[src/lcx_pkg.sv]
// Purpose: Shared constants for the LCD extended-command host port
// Assumes: 100 MHz block clock; instruction byte codes as listed below
// Notes: Opcodes are matched as (byte & mask) == value
package lcx_pkg;
  // ----------------------------------------
  // Timing
  // ----------------------------------------
  localparam int CLK_NS = 10;
  localparam int EXEC_NS = 40000;
  localparam int EXEC_CYC = (EXEC_NS + CLK_NS - 1) / CLK_NS;
  localparam int BLINK_DIV = 52224;
  localparam logic [6:0] I2C_ADDR = 7'h3a; // Arbitrary slave address
  // ----------------------------------------
  // Opcode masks and values
  // ----------------------------------------
  localparam logic [7:0] FSET_M = 8'he0;
  localparam logic [7:0] FSET_V = 8'h20;
  localparam logic [7:0] DCTL_M = 8'hf8;
  localparam logic [7:0] DCTL_V = 8'h08;
  localparam logic [7:0] CGAD_M = 8'hc0;
  localparam logic [7:0] CGAD_V = 8'h40;
  localparam logic [7:0] DDAD_M = 8'h80;
  localparam logic [7:0] DDAD_V = 8'h80;
  localparam logic [7:0] ICON_M = 8'hf8;
  localparam logic [7:0] ICON_V = 8'h08;
  localparam logic [7:0] DCFG_M = 8'hfc;
  localparam logic [7:0] DCFG_V = 8'h04;
  localparam logic [7:0] SCFG_M = 8'hfe;
  localparam logic [7:0] SCFG_V = 8'h02;
  localparam logic [7:0] TCS_M = 8'hfc;
  localparam logic [7:0] TCS_V = 8'h10;
  localparam logic [7:0] VSET_M = 8'hc0;
  localparam logic [7:0] VA_V = 8'h80;
  localparam logic [7:0] VB_V = 8'hc0;
  // ----------------------------------------
  // Field positions
  // ----------------------------------------
  localparam int B_DL = 4;
  localparam int B_EXT = 0;
  localparam int B_DISP = 2;
  localparam int B_CUR = 1;
  localparam int B_CBLK = 0;
  localparam int B_IM = 2;
  localparam int B_IB = 1;
  localparam int B_COLM = 1;
  localparam int B_ROWM = 0;
  localparam int B_PAIR = 0;
  localparam int B_CO_RS = 6;
  // ----------------------------------------
  // I2C slave states
  // ----------------------------------------
  typedef enum logic [2:0] {
    LCX_IDLE = 3'b000,
    LCX_ADDR = 3'b001,
    LCX_AACK = 3'b010,
    LCX_RX = 3'b011,
    LCX_RACK = 3'b100,
    LCX_TX = 3'b101,
    LCX_TACK = 3'b110
  } lcx_i2c_t;
endpackage

[src/lcx_host_port.sv]
// Purpose: Extended instruction decoder and host port of a character LCD controller
// Assumes: Parallel strobe and I2C pins are asynchronous and are synchronised here
// Notes: Display-side outputs are configuration levels for the drive logic
//
// Overview of operation
// - Extended instruction set decodes while extended_set_select is 1, standard otherwise.
// - icon_mode_select 0: character mode at 1:18, voltage from character register.
// - icon_mode_select 1: icons only at 1:2, voltage from icon register.
// - Icon blink enable is independent of cursor and character blink.
// - Blink off: 160 icon bits come from glyph characters 0 to 3.
// - Blink on: even phase characters 0-3, odd phase characters 4-7.
// - Icon phases match cursor phases; underline and block show in even phase.
// - A glyph bit of one lights the icon, zero leaves it dark.
// - Pairing reversal resets to 0; 1 mirrors the split halves.
// - Column and row mirror reset to 0; 1 reverses that order.
// - Temperature coefficient select resets to 00; other codes pick alternatives.
// - Voltage instruction top bits 10 load character, 11 load icon register.
// - Zero value, display off or power down switch the generator off.
// - Byte mode moves one full byte per strobe with select lines.
// - Nibble mode moves high nibble then low nibble on upper lines.
// - Nibble mode status read also takes two transfers, upper first.
// - Nibble mode is chosen by instruction, not by a pin.
// - Addressed I2C slave pulls SDA low through the acknowledge clock of every byte it receives.
// - I2C transfers start with START and address; respond only when matched.
// - The device never holds SCL low while busy.
// - Function set over I2C forces bus_width_select to 1.
// - Busy reads 1 while executing; next instruction waits until 0.
`timescale 1ns/1ps
`default_nettype none
module lcx_host_port #(
  parameter int BLINK_CYC = lcx_pkg::BLINK_DIV,
  parameter logic [6:0] SLAVE_ADDR = lcx_pkg::I2C_ADDR
) (
  input wire logic clk,
  input wire logic sys_rst,
  input wire logic xfer_clk_pin,
  input wire logic register_select,
  input wire logic read_write_select,
  input wire logic [7:0] parallel_data_lines_in,
  output logic [7:0] parallel_data_lines_out,
  output logic parallel_data_lines_oe,
  input wire logic scl_in,
  input wire logic sda_in,
  output logic sda_out,
  output logic sda_oe,
  input wire logic power_down_pin,
  output logic bus_width_select,
  output logic extended_set_select,
  output logic icon_mode_select,
  output logic icon_blink_enable,
  output logic display_on,
  output logic cursor_underline_show,
  output logic cursor_block_show,
  output logic blink_odd_phase,
  output logic screen_pairing_reversed,
  output logic column_mirror,
  output logic row_mirror,
  output logic [1:0] temp_coef_select,
  output logic [5:0] char_mode_voltage_reg,
  output logic [5:0] icon_mode_voltage_reg,
  output logic vgen_enable,
  output logic [5:0] vgen_value,
  output logic busy_indicator,
  output logic [4:0] icon_row_index,
  output logic [4:0] icon_row_bits
);
  localparam int IN_W = 14;
  localparam logic [11:0] EXEC_LOAD = 12'(lcx_pkg::EXEC_CYC - 1);
  localparam logic [15:0] BLINK_HALF = 16'(BLINK_CYC / 2 - 1);

  typedef struct packed {
    logic [IN_W-1:0] in_m;
    logic [IN_W-1:0] in_s;
    logic [IN_W-1:0] in_p;
    logic dl, ext, im, ib, disp, cur, cblk, pair, colm, rowm;
    logic [1:0] tc;
    logic [5:0] va, vb;
    logic cg_sel;
    logic [6:0] ac;
    logic [7:0] last_data;
    logic [11:0] busy_cnt;
    logic busy;
    logic pend_v, pend_rs, pend_i2c;
    logic [7:0] pend_byte;
    logic nib_ph;
    logic [3:0] nib_hi;
    logic [7:0] db_o;
    logic db_oe;
    logic [15:0] blink_cnt;
    logic odd;
    logic [4:0] scan, scan_q;
    logic ul, blk, vg_en;
    logic [5:0] vg_val;
    lcx_pkg::lcx_i2c_t ist;
    logic byte_full;
    logic [2:0] bcnt;
    logic [7:0] sh;
    logic rd, ctrl_done, i2c_rs, sda_oe;
    logic we;
    logic [5:0] waddr;
    logic [4:0] wdata;
  } lcx_state_t;

  lcx_state_t s, nx;
  logic [5:0] raddr;
  logic fset_i2c;

  // Opcode match, shared by both instruction pages
  function automatic logic lcx_hit(input logic [7:0] b, input logic [7:0] m, input logic [7:0] v);
    return (b & m) == v;
  endfunction

  // ----------------------------------------
  // Next-state logic
  // ----------------------------------------
  // Pin order in the synchroniser: e, rs, rw, db[7:0], scl, sda, pd
  always_comb begin
    logic e_n, e_p, rs_n, rw_n, scl_n, scl_p, sda_n, sda_p, pd_n;
    logic [7:0] db_n, rbyte, b;
    logic p_v, i_v, i_rs, scl_r, scl_f, start, stop;
    nx = s;
    fset_i2c = 1'b0;
    p_v = 1'b0;
    i_v = 1'b0;
    i_rs = 1'b0;
    b = s.pend_byte;
    nx.in_m = {xfer_clk_pin, register_select, read_write_select,
               parallel_data_lines_in, scl_in, sda_in, power_down_pin};
    nx.in_s = s.in_m;
    nx.in_p = s.in_s;
    {e_n, rs_n, rw_n, db_n, scl_n, sda_n, pd_n} = s.in_s;
    e_p = s.in_p[13];
    scl_p = s.in_p[2];
    sda_p = s.in_p[1];
    scl_r = scl_n & ~scl_p;
    scl_f = ~scl_n & scl_p;
    start = scl_n & scl_p & sda_p & ~sda_n;
    stop = scl_n & scl_p & ~sda_p & sda_n;
    rbyte = rs_n ? s.last_data : {s.busy, s.ac};

    // Parallel strobe: act on the falling edge of the strobe
    // falling edge capture
    if (e_p & ~e_n) begin
      nx.nib_ph = s.dl ? 1'b0 : ~s.nib_ph;
      if (!rw_n) begin
        if (s.dl) begin
          p_v = 1'b1;
          nx.pend_byte = db_n;
        end else if (!s.nib_ph) begin
          nx.nib_hi = db_n[7:4];
        end else begin
          p_v = 1'b1;
          nx.pend_byte = {s.nib_hi, db_n[7:4]};
        end
        nx.pend_rs = rs_n;
      end
    end
    nx.db_oe = e_n & rw_n;
    nx.db_o = (s.dl | ~s.nib_ph) ? rbyte : {rbyte[3:0], rbyte[3:0]};

    // I2C slave; SCL is input only, so the master is never stretched
    // no clock stretching
    unique case (s.ist)
      lcx_pkg::LCX_IDLE: ;
      lcx_pkg::LCX_ADDR, lcx_pkg::LCX_RX: begin
        if (scl_r) begin
          nx.sh = {s.sh[6:0], sda_n};
          nx.bcnt = s.bcnt + 3'd1;
          nx.byte_full = (s.bcnt == 3'd7);
        end
        // The SCL fall that closes START is no byte end; wait for eight bits
        if (scl_f && s.byte_full) begin
          nx.byte_full = 1'b0;
          if (s.ist == lcx_pkg::LCX_ADDR) begin
            if (s.sh[7:1] == SLAVE_ADDR) begin
              nx.ist = lcx_pkg::LCX_AACK;
              nx.rd = s.sh[0];
              nx.ctrl_done = 1'b0;
              nx.sda_oe = 1'b1;
            end else begin
              nx.ist = lcx_pkg::LCX_IDLE;
            end
          end else begin
            nx.ist = lcx_pkg::LCX_RACK;
            nx.sda_oe = 1'b1;
            if (!s.ctrl_done) begin
              nx.ctrl_done = 1'b1;
              nx.i2c_rs = s.sh[lcx_pkg::B_CO_RS];
            end else begin
              i_v = 1'b1;
              i_rs = s.i2c_rs;
            end
          end
        end
      end
      // ack held low through SCL high
      lcx_pkg::LCX_AACK, lcx_pkg::LCX_RACK: begin
        if (scl_f) begin
          nx.bcnt = 3'd0;
          if (s.rd) begin
            nx.ist = lcx_pkg::LCX_TX;
            nx.sh = {(s.i2c_rs ? s.last_data : {s.busy, s.ac})} << 1;
            nx.sda_oe = ~(s.i2c_rs ? s.last_data[7] : s.busy);
          end else begin
            nx.ist = lcx_pkg::LCX_RX;
            nx.sda_oe = 1'b0;
          end
        end
      end
      lcx_pkg::LCX_TX: begin
        if (scl_f) begin
          nx.bcnt = s.bcnt + 3'd1;
          if (s.bcnt == 3'd7) begin
            nx.ist = lcx_pkg::LCX_TACK;
            nx.sda_oe = 1'b0;
          end else begin
            nx.sda_oe = ~s.sh[7];
            nx.sh = s.sh << 1;
          end
        end
      end
      lcx_pkg::LCX_TACK: begin
        if (scl_r) begin
          nx.ist = sda_n ? lcx_pkg::LCX_IDLE : lcx_pkg::LCX_AACK;
          nx.sda_oe = 1'b0;
        end
      end
      default: nx.ist = lcx_pkg::LCX_IDLE;
    endcase
    if (start) begin
      nx.ist = lcx_pkg::LCX_ADDR;
      nx.bcnt = 3'd0;
      nx.byte_full = 1'b0;
      nx.sda_oe = 1'b0;
    end else if (stop) begin
      nx.ist = lcx_pkg::LCX_IDLE;
      nx.sda_oe = 1'b0;
    end
    if (i_v) begin
      nx.pend_byte = s.sh;
      nx.pend_rs = i_rs;
    end
    if (p_v | i_v) begin
      nx.pend_v = 1'b1;
      nx.pend_i2c = i_v & ~p_v;
    end

    // Execute the held instruction once the previous one is done
    // wait while busy
    nx.we = 1'b0;
    if (s.busy_cnt != 12'd0) begin
      nx.busy_cnt = s.busy_cnt - 12'd1;
    end else if (s.pend_v) begin
      nx.pend_v = p_v | i_v;
      nx.busy_cnt = EXEC_LOAD;
      if (s.pend_rs) begin
        nx.last_data = b;
        nx.ac = s.ac + 7'd1;
        nx.we = s.cg_sel;
        nx.waddr = s.ac[5:0];
        nx.wdata = b[4:0];
      end else if (lcx_hit(b, lcx_pkg::FSET_M, lcx_pkg::FSET_V)) begin
        fset_i2c = s.pend_i2c;
        nx.dl = s.pend_i2c | b[lcx_pkg::B_DL];
        nx.ext = b[lcx_pkg::B_EXT];
        nx.nib_ph = 1'b0;
      end else if (!s.ext) begin
        if (lcx_hit(b, lcx_pkg::DCTL_M, lcx_pkg::DCTL_V)) begin
          nx.disp = b[lcx_pkg::B_DISP];
          nx.cur = b[lcx_pkg::B_CUR];
          nx.cblk = b[lcx_pkg::B_CBLK];
        end else if (lcx_hit(b, lcx_pkg::DDAD_M, lcx_pkg::DDAD_V)) begin
          nx.ac = b[6:0];
          nx.cg_sel = 1'b0;
        end else if (lcx_hit(b, lcx_pkg::CGAD_M, lcx_pkg::CGAD_V)) begin
          nx.ac = {s.ac[6], b[5:0]};
          nx.cg_sel = 1'b1;
        end
      end else begin
        if (lcx_hit(b, lcx_pkg::ICON_M, lcx_pkg::ICON_V)) begin
          nx.im = b[lcx_pkg::B_IM];
          nx.ib = b[lcx_pkg::B_IB];
        end else if (lcx_hit(b, lcx_pkg::DCFG_M, lcx_pkg::DCFG_V)) begin
          nx.colm = b[lcx_pkg::B_COLM];
          nx.rowm = b[lcx_pkg::B_ROWM];
        end else if (lcx_hit(b, lcx_pkg::SCFG_M, lcx_pkg::SCFG_V)) begin
          nx.pair = b[lcx_pkg::B_PAIR];
        end else if (lcx_hit(b, lcx_pkg::TCS_M, lcx_pkg::TCS_V)) begin
          nx.tc = b[1:0];
        end else if (lcx_hit(b, lcx_pkg::VSET_M, lcx_pkg::VB_V)) begin
          nx.vb = b[5:0];
        end else if (lcx_hit(b, lcx_pkg::VSET_M, lcx_pkg::VA_V)) begin
          nx.va = b[5:0];
        end
      end
    end
    nx.busy = (nx.busy_cnt != 12'd0);

    // Blink phase shared by cursor and icons
    // common even/odd phase
    nx.blink_cnt = (s.blink_cnt == BLINK_HALF) ? 16'd0 : s.blink_cnt + 16'd1;
    if (s.blink_cnt == BLINK_HALF) begin
      nx.odd = ~s.odd;
    end
    nx.ul = s.cur & ~s.odd;
    nx.blk = s.cblk & ~s.odd;

    nx.vg_val = s.im ? s.vb : s.va;
    nx.vg_en = (nx.vg_val != 6'd0) & s.disp & ~pd_n;

    // Icon scan of 32 glyph rows, 5 icons per row
    nx.scan = s.scan + 5'd1;
    nx.scan_q = s.scan;
  end

  assign raddr = {s.ib & s.odd, s.scan};

  // ----------------------------------------
  // State register
  // ----------------------------------------
  // Power-on state is byte-wide, standard page, all mirrors off
  always_ff @(posedge clk) begin
    if (sys_rst) begin
      s <= '0;
      s.dl <= 1'b1;
    end else begin
      s <= nx;
    end
  end

  lcx_glyph_ram u_ram (
    .clk(clk),
    .we(s.we),
    .waddr(s.waddr),
    .wdata(s.wdata),
    .raddr(raddr),
    .rdata(icon_row_bits)
  );

  // ----------------------------------------
  // Outputs
  // ----------------------------------------
  assign parallel_data_lines_out = s.db_o;
  assign parallel_data_lines_oe = s.db_oe;
  assign sda_out = 1'b0;
  assign sda_oe = s.sda_oe;
  assign bus_width_select = s.dl;
  assign extended_set_select = s.ext;
  assign icon_mode_select = s.im;
  assign icon_blink_enable = s.ib;
  assign display_on = s.disp;
  assign cursor_underline_show = s.ul;
  assign cursor_block_show = s.blk;
  assign blink_odd_phase = s.odd;
  assign screen_pairing_reversed = s.pair;
  assign column_mirror = s.colm;
  assign row_mirror = s.rowm;
  assign temp_coef_select = s.tc;
  assign char_mode_voltage_reg = s.va;
  assign icon_mode_voltage_reg = s.vb;
  assign vgen_enable = s.vg_en;
  assign vgen_value = s.vg_val;
  assign busy_indicator = s.busy;
  assign icon_row_index = s.scan_q;
endmodule
`default_nettype wire

[src/lcx_glyph_ram.sv]
// Purpose: 64 x 5 glyph memory with a registered read port
// Assumes: One write and one read port on the same clock
// Notes: Read data lag the read address by one cycle
`timescale 1ns/1ps
`default_nettype none
module lcx_glyph_ram #(
  parameter int AW = 6,
  parameter int DW = 5
) (
  input wire logic clk,
  input wire logic we,
  input wire logic [AW-1:0] waddr,
  input wire logic [DW-1:0] wdata,
  input wire logic [AW-1:0] raddr,
  output logic [DW-1:0] rdata
);
  logic [DW-1:0] mem [2**AW];

  // ----------------------------------------
  // Storage
  // ----------------------------------------
  // Write and registered read; no reset so it maps onto RAM
  always_ff @(posedge clk) begin
    if (we) begin
      mem[waddr] <= wdata;
    end
    rdata <= mem[raddr];
  end
endmodule
`default_nettype wire

[config.mk]
export PLATFORM = sky130hd
export DESIGN_NAME = lcx_host_port
export DESIGN_NICKNAME = d
export VERILOG_FILES = /design/src/lcx_pkg.sv /design/src/lcx_host_port.sv /design/src/lcx_glyph_ram.sv
export SDC_FILE = /design/constraint.sdc
export NUM_CORES = 1
export LEC_CHECK = 0
export ABC_CLOCK_PERIOD_IN_PS = 2600
export BUFFER_PORTS_ARGS = -buffer_cell sky130_fd_sc_hd__buf_2
export CAP_MARGIN = 30
export CORE_MARGIN = 2
export CORE_UTILIZATION = 40
export CTS_CLUSTER_SIZE = 10
export DETAILED_ROUTE_END_ITERATION = 7
export GPL_ROUTABILITY_DRIVEN = 0
export SLEW_MARGIN = 20
export SYNTH_ARGS = -nofsm -noshare
export SYNTH_HDL_FRONTEND = slang
export SYNTH_SLANG_ARGS = --single-unit
[constraint.sdc]
create_clock -name clk -period 2.6 [get_ports clk]
set_input_delay 0.13 -clock clk [delete_from_list [all_inputs] [get_ports clk]]
set_output_delay 0.13 -clock clk [all_outputs]
set_load 0.1 [all_outputs]
==> results.sh <==
export IMPL_drt_wirelength_mm=45.0
export IMPL_synth_warnings=0
export IMPL_clkTransAtPathRegs_ns=0.05
export IMPL_netSwitchingFraction_pct=23.5
export IMPL_root_buffer="sky130_fd_sc_hd__clkbuf_16"
export IMPL_yosys_area_top_type_share_pct=47.7
export IMPL_vias=11991
export IMPL_max_vdd_ir_drop_mv=0.552
export IMPL_layout_drive_gt1_share_pct=19.6
export IMPL_synth_area_leaders="sky130_fd_sc_hd__edfxtp_1 (48%), sky130_fd_sc_hd__dfxtp_1 (17%), sky130_fd_sc_hd__mux4_2 (8.9%)"
export IMPL_pre_cts_ws_ns=0.157
export IMPL_design_die_area_mm2=0.0522
export IMPL_finClkSkew_ns=0.0229
export IMPL_cts_root_to_sink_buffers=3
export IMPL_r2r_setup_slack_ns=0.19
export IMPL_finalSetupTns_ns=0
export IMPL_post_drt_antenna_nets=0
export IMPL_layout_setup_ws_ns=0.186
export IMPL_fmaxAchievable_mhz=414
export IMPL_final_seq_area_mm2=0.0131
export IMPL_synth_enable_flop_cells=320
export IMPL_report_final_slew_viol_count=0
export IMPL_crit_path_max_fanout=18
export IMPL_powerDensity_mw_per_mm2=763
export IMPL_numPortBuffers=68
export IMPL_hold_worst_slack_ns=0.276
export IMPL_synth_nets=1479
export IMPL_worst_slew_pin_slew_ns=0.846
export IMPL_first_iter_violations=850
export IMPL_worst_relative_slew_slack_pct=43.6
export IMPL_post_synth_instance_area_mm2=0.0201
export IMPL_grt_pass1_wl_mm=70.5
export IMPL_cellLeakagePower_nw=7.78
export IMPL_pwr_share_seq_pct=49.0
export IMPL_origin_of_the_worst_setup_path="nx[40]$_SDFF_PP0_"
export IMPL_timing_hold_worst_class="in -> reg"
export IMPL_core_area_mm2=0.0500
export IMPL_antenna_found_initial=0
export IMPL_first_global_vias=12350
export IMPL_post_drt_wl_per_cell_um=19.9
export IMPL_cts_tree="yes"
export IMPL_grt_total_usage_pct=17.2
export IMPL_critical_path_arrival_ns=2.89
export IMPL_placementRows=82
export IMPL_area_growth_from_synthesis_to_layout_pct=14.5
export IMPL_yosys_most_used_dff="sky130_fd_sc_hd__edfxtp_1"
export IMPL_multi_input_comb_area_mm2=0.00633
export IMPL_postSynthRegisterBits=496
export IMPL_remaining_drc_errors=0
export IMPL_synth_cell_type_count=78
export IMPL_post_synth_inst_count=1456
export IMPL_cts_buffers=57
export IMPL_portion_of_the_post_synthesis_area_used_by_sequential_elements_pct=65.2
export IMPL_setup_worst_path_class="reg -> reg"
export IMPL_pwr_share_clk_pct=41.7
export IMPL_cp_required_ns=3.08
export IMPL_hpwlAfterDp_mm=29.5
export IMPL_startpoint_type="register"
export IMPL_worstSkewPairLatency_ns=0.61
export IMPL_syn_avg_cell_area_um2=13.8
export IMPL_clock_sinks=496
export IMPL_maximum_number_of_pins_on_one_net_before_global_route_repair=65
export IMPL_ios=70
export IMPL_yosys_area_top_type="sky130_fd_sc_hd__edfxtp_1"
export IMPL_combinationalPowerShare_pct=9.3
export IMPL_top_register="u_ram.mem"
export IMPL_maxCapViolations=0
export IMPL_overflow=0
export IMPL_cells_resized_by_post_cts_repair=0
export IMPL_setup_violations=0
export IMPL_hp_start="parallel_data_lines_in[3]"
export IMPL_die_x_um=228
export IMPL_antenna_cells_inserted=0
export IMPL_result_of_the_run="finished, final reports clean"
export IMPL_final_hold_violation_count=0
export IMPL_largest_register_ff_count=320
export IMPL_die_h_um=228
export IMPL_rsz_0062_raised_after_global_routing="no"
export IMPL_fill_cells=4443
export IMPL_end_kind="register"
export IMPL_fin_crit_ns=2.41
export IMPL_post_cts_setup_buffer_count=0
export IMPL_start_util_pct=40.3
export IMPL_final_min_period_over_clock_period_pct=92.9
export IMPL_finish_net_count=1569
export IMPL_p_switching_mw=4.15
export IMPL_ctsHtreeMaxLevel=2
export IMPL_ys_async_sr_fraction_pct=0
export IMPL_power_internal_mw=13.5
export IMPL_worstReg2RegStart="nx[40]$_SDFF_PP0_"
export IMPL_detail_route_vias_per_cell=5.30
export IMPL_drt_pass1_iterations=7
critical path, cell delays in order (launching register included):
cell and delay (ns):
sky130_fd_sc_hd__dfxtp_4 0.59, sky130_fd_sc_hd__buf_4 0.31, sky130_fd_sc_hd__mux4_2 0.53, sky130_fd_sc_hd__a22oi_1 0.25, sky130_fd_sc_hd__a21oi_1 0.12, sky130_fd_sc_hd__or4_1 0.51
timing repair:
| item | 4_1_cts | 5_1_grt |
|---|---|---|
| endpoints found under the hold margin | 15 | 0 |
| setup endpoints to repair | 0 | 0 |
| hold buffers | 15 | 0 |
cell usage after synthesis (8+ instances only):
master / n
sky130_fd_sc_hd__a211oi_1: 15
sky130_fd_sc_hd__a21oi_1: 67
sky130_fd_sc_hd__a22oi_1: 33
sky130_fd_sc_hd__buf_1: 8
sky130_fd_sc_hd__buf_2: 15
sky130_fd_sc_hd__buf_4: 38
sky130_fd_sc_hd__clkbuf_1: 47
sky130_fd_sc_hd__dfxtp_1: 176
sky130_fd_sc_hd__edfxtp_1: 320
sky130_fd_sc_hd__inv_1: 13
sky130_fd_sc_hd__mux2i_1: 61
sky130_fd_sc_hd__mux4_2: 80
sky130_fd_sc_hd__nand2_1: 98
sky130_fd_sc_hd__nand2b_1: 20
sky130_fd_sc_hd__nand3_1: 29
sky130_fd_sc_hd__nor2_1: 168
sky130_fd_sc_hd__nor2b_1: 53
sky130_fd_sc_hd__nor3_1: 21
sky130_fd_sc_hd__nor3b_1: 9
sky130_fd_sc_hd__nor4_1: 8
sky130_fd_sc_hd__o211ai_1: 18
sky130_fd_sc_hd__o21ai_0: 17
sky130_fd_sc_hd__o22ai_1: 10
sky130_fd_sc_hd__xnor2_1: 8
sky130_fd_sc_hd__xor2_1: 11
metal layers:
layer / vias up / part of all wire [%] / track usage (%)
met3: 84 / 5.1 / 3.43
met1: 6003 / 43 / 22.4
met4: 0 / 2.6 / 5.88
met2: 283 / 49 / 28.9
met5: - / 0 / 0
li1: 5621 / - / -
area by class of cell:
type / instances / area share [%]
inverters: 13 / 0.212
well taps: 672 / 3.64
clock buffers: 96 / 6.90
repair buffers: 145 / 4.37
flip-flops and latches: 496 / 57.0
multi-input cells: 833 / 27.4
clock inverters: 6 / 0.461
kinds of logic after synthesis:
family          Yosys count  share of synthesized area, %
fa+ha+maj                 8                         0.485
flops                   496                          65.2
xor+xnor                 19                         0.826
mux                     142                          12.0
simple gates            466                          11.6
compound gates          197                          6.48
other cells               1                        0.0186
buf+inv                 127                          3.39
power groups by stage:
stage / registers (mW) / clock network [mW] / logic (mW)
after floorplan: 8.77 / 0 / 1.23
after global placement: 8.78 / 0 / 1.61
after detailed placement: 8.78 / 0 / 1.63
after CTS: 8.62 / 7.53 / 1.65
after global routing: 8.64 / 7.82 / 1.79
final: 8.62 / 7.34 / 1.64
final timing paths:
kind	end	cells past startpoint
hold / removal	nx[165]$_SDFF_PP0_	3
hold reg to reg	nx[152]$_SDFF_PP0_	1
setup reg to reg	u_ram.rdata[4]$_DFF_P_	5
setup / recovery	u_ram.rdata[4]$_DFF_P_	5
cells in the final DEF (no fill, tap or decap), types with 8 or more instances in the layout:
cell and instances:
sky130_fd_sc_hd__edfxtp_1 320, sky130_fd_sc_hd__dfxtp_1 169, sky130_fd_sc_hd__nor2_1 168, sky130_fd_sc_hd__nand2_1 98
sky130_fd_sc_hd__mux4_2 80, sky130_fd_sc_hd__a21oi_1 67, sky130_fd_sc_hd__buf_2 67, sky130_fd_sc_hd__mux2i_1 61
sky130_fd_sc_hd__buf_4 59, sky130_fd_sc_hd__clkbuf_16 57, sky130_fd_sc_hd__nor2b_1 53, sky130_fd_sc_hd__clkbuf_1 37
sky130_fd_sc_hd__a22oi_1 33, sky130_fd_sc_hd__nand3_1 29, sky130_fd_sc_hd__nor3_1 21, sky130_fd_sc_hd__nand2b_1 20
sky130_fd_sc_hd__o211ai_1 18, sky130_fd_sc_hd__o21ai_0 17, sky130_fd_sc_hd__a211oi_1 15, sky130_fd_sc_hd__dlygate4sd3_1 15
sky130_fd_sc_hd__inv_1 13, sky130_fd_sc_hd__xor2_1 11, sky130_fd_sc_hd__o22ai_1 10, sky130_fd_sc_hd__nor3b_1 9
sky130_fd_sc_hd__nor4_1 8, sky130_fd_sc_hd__xnor2_1 8
metrics by stage:
step	power [mW]	utilization, %	cell area, um2	instances
floorplan	10.0	-	20100	1456
global placement	10.4	42.5	21200	2144
detailed placement	10.4	42.5	21200	2144
CTS	17.8	46.2	23100	2261
global route	18.2	46.2	23100	2261
finish	17.6	46.2	23100	2261
(Power assumes the default switching activity.)
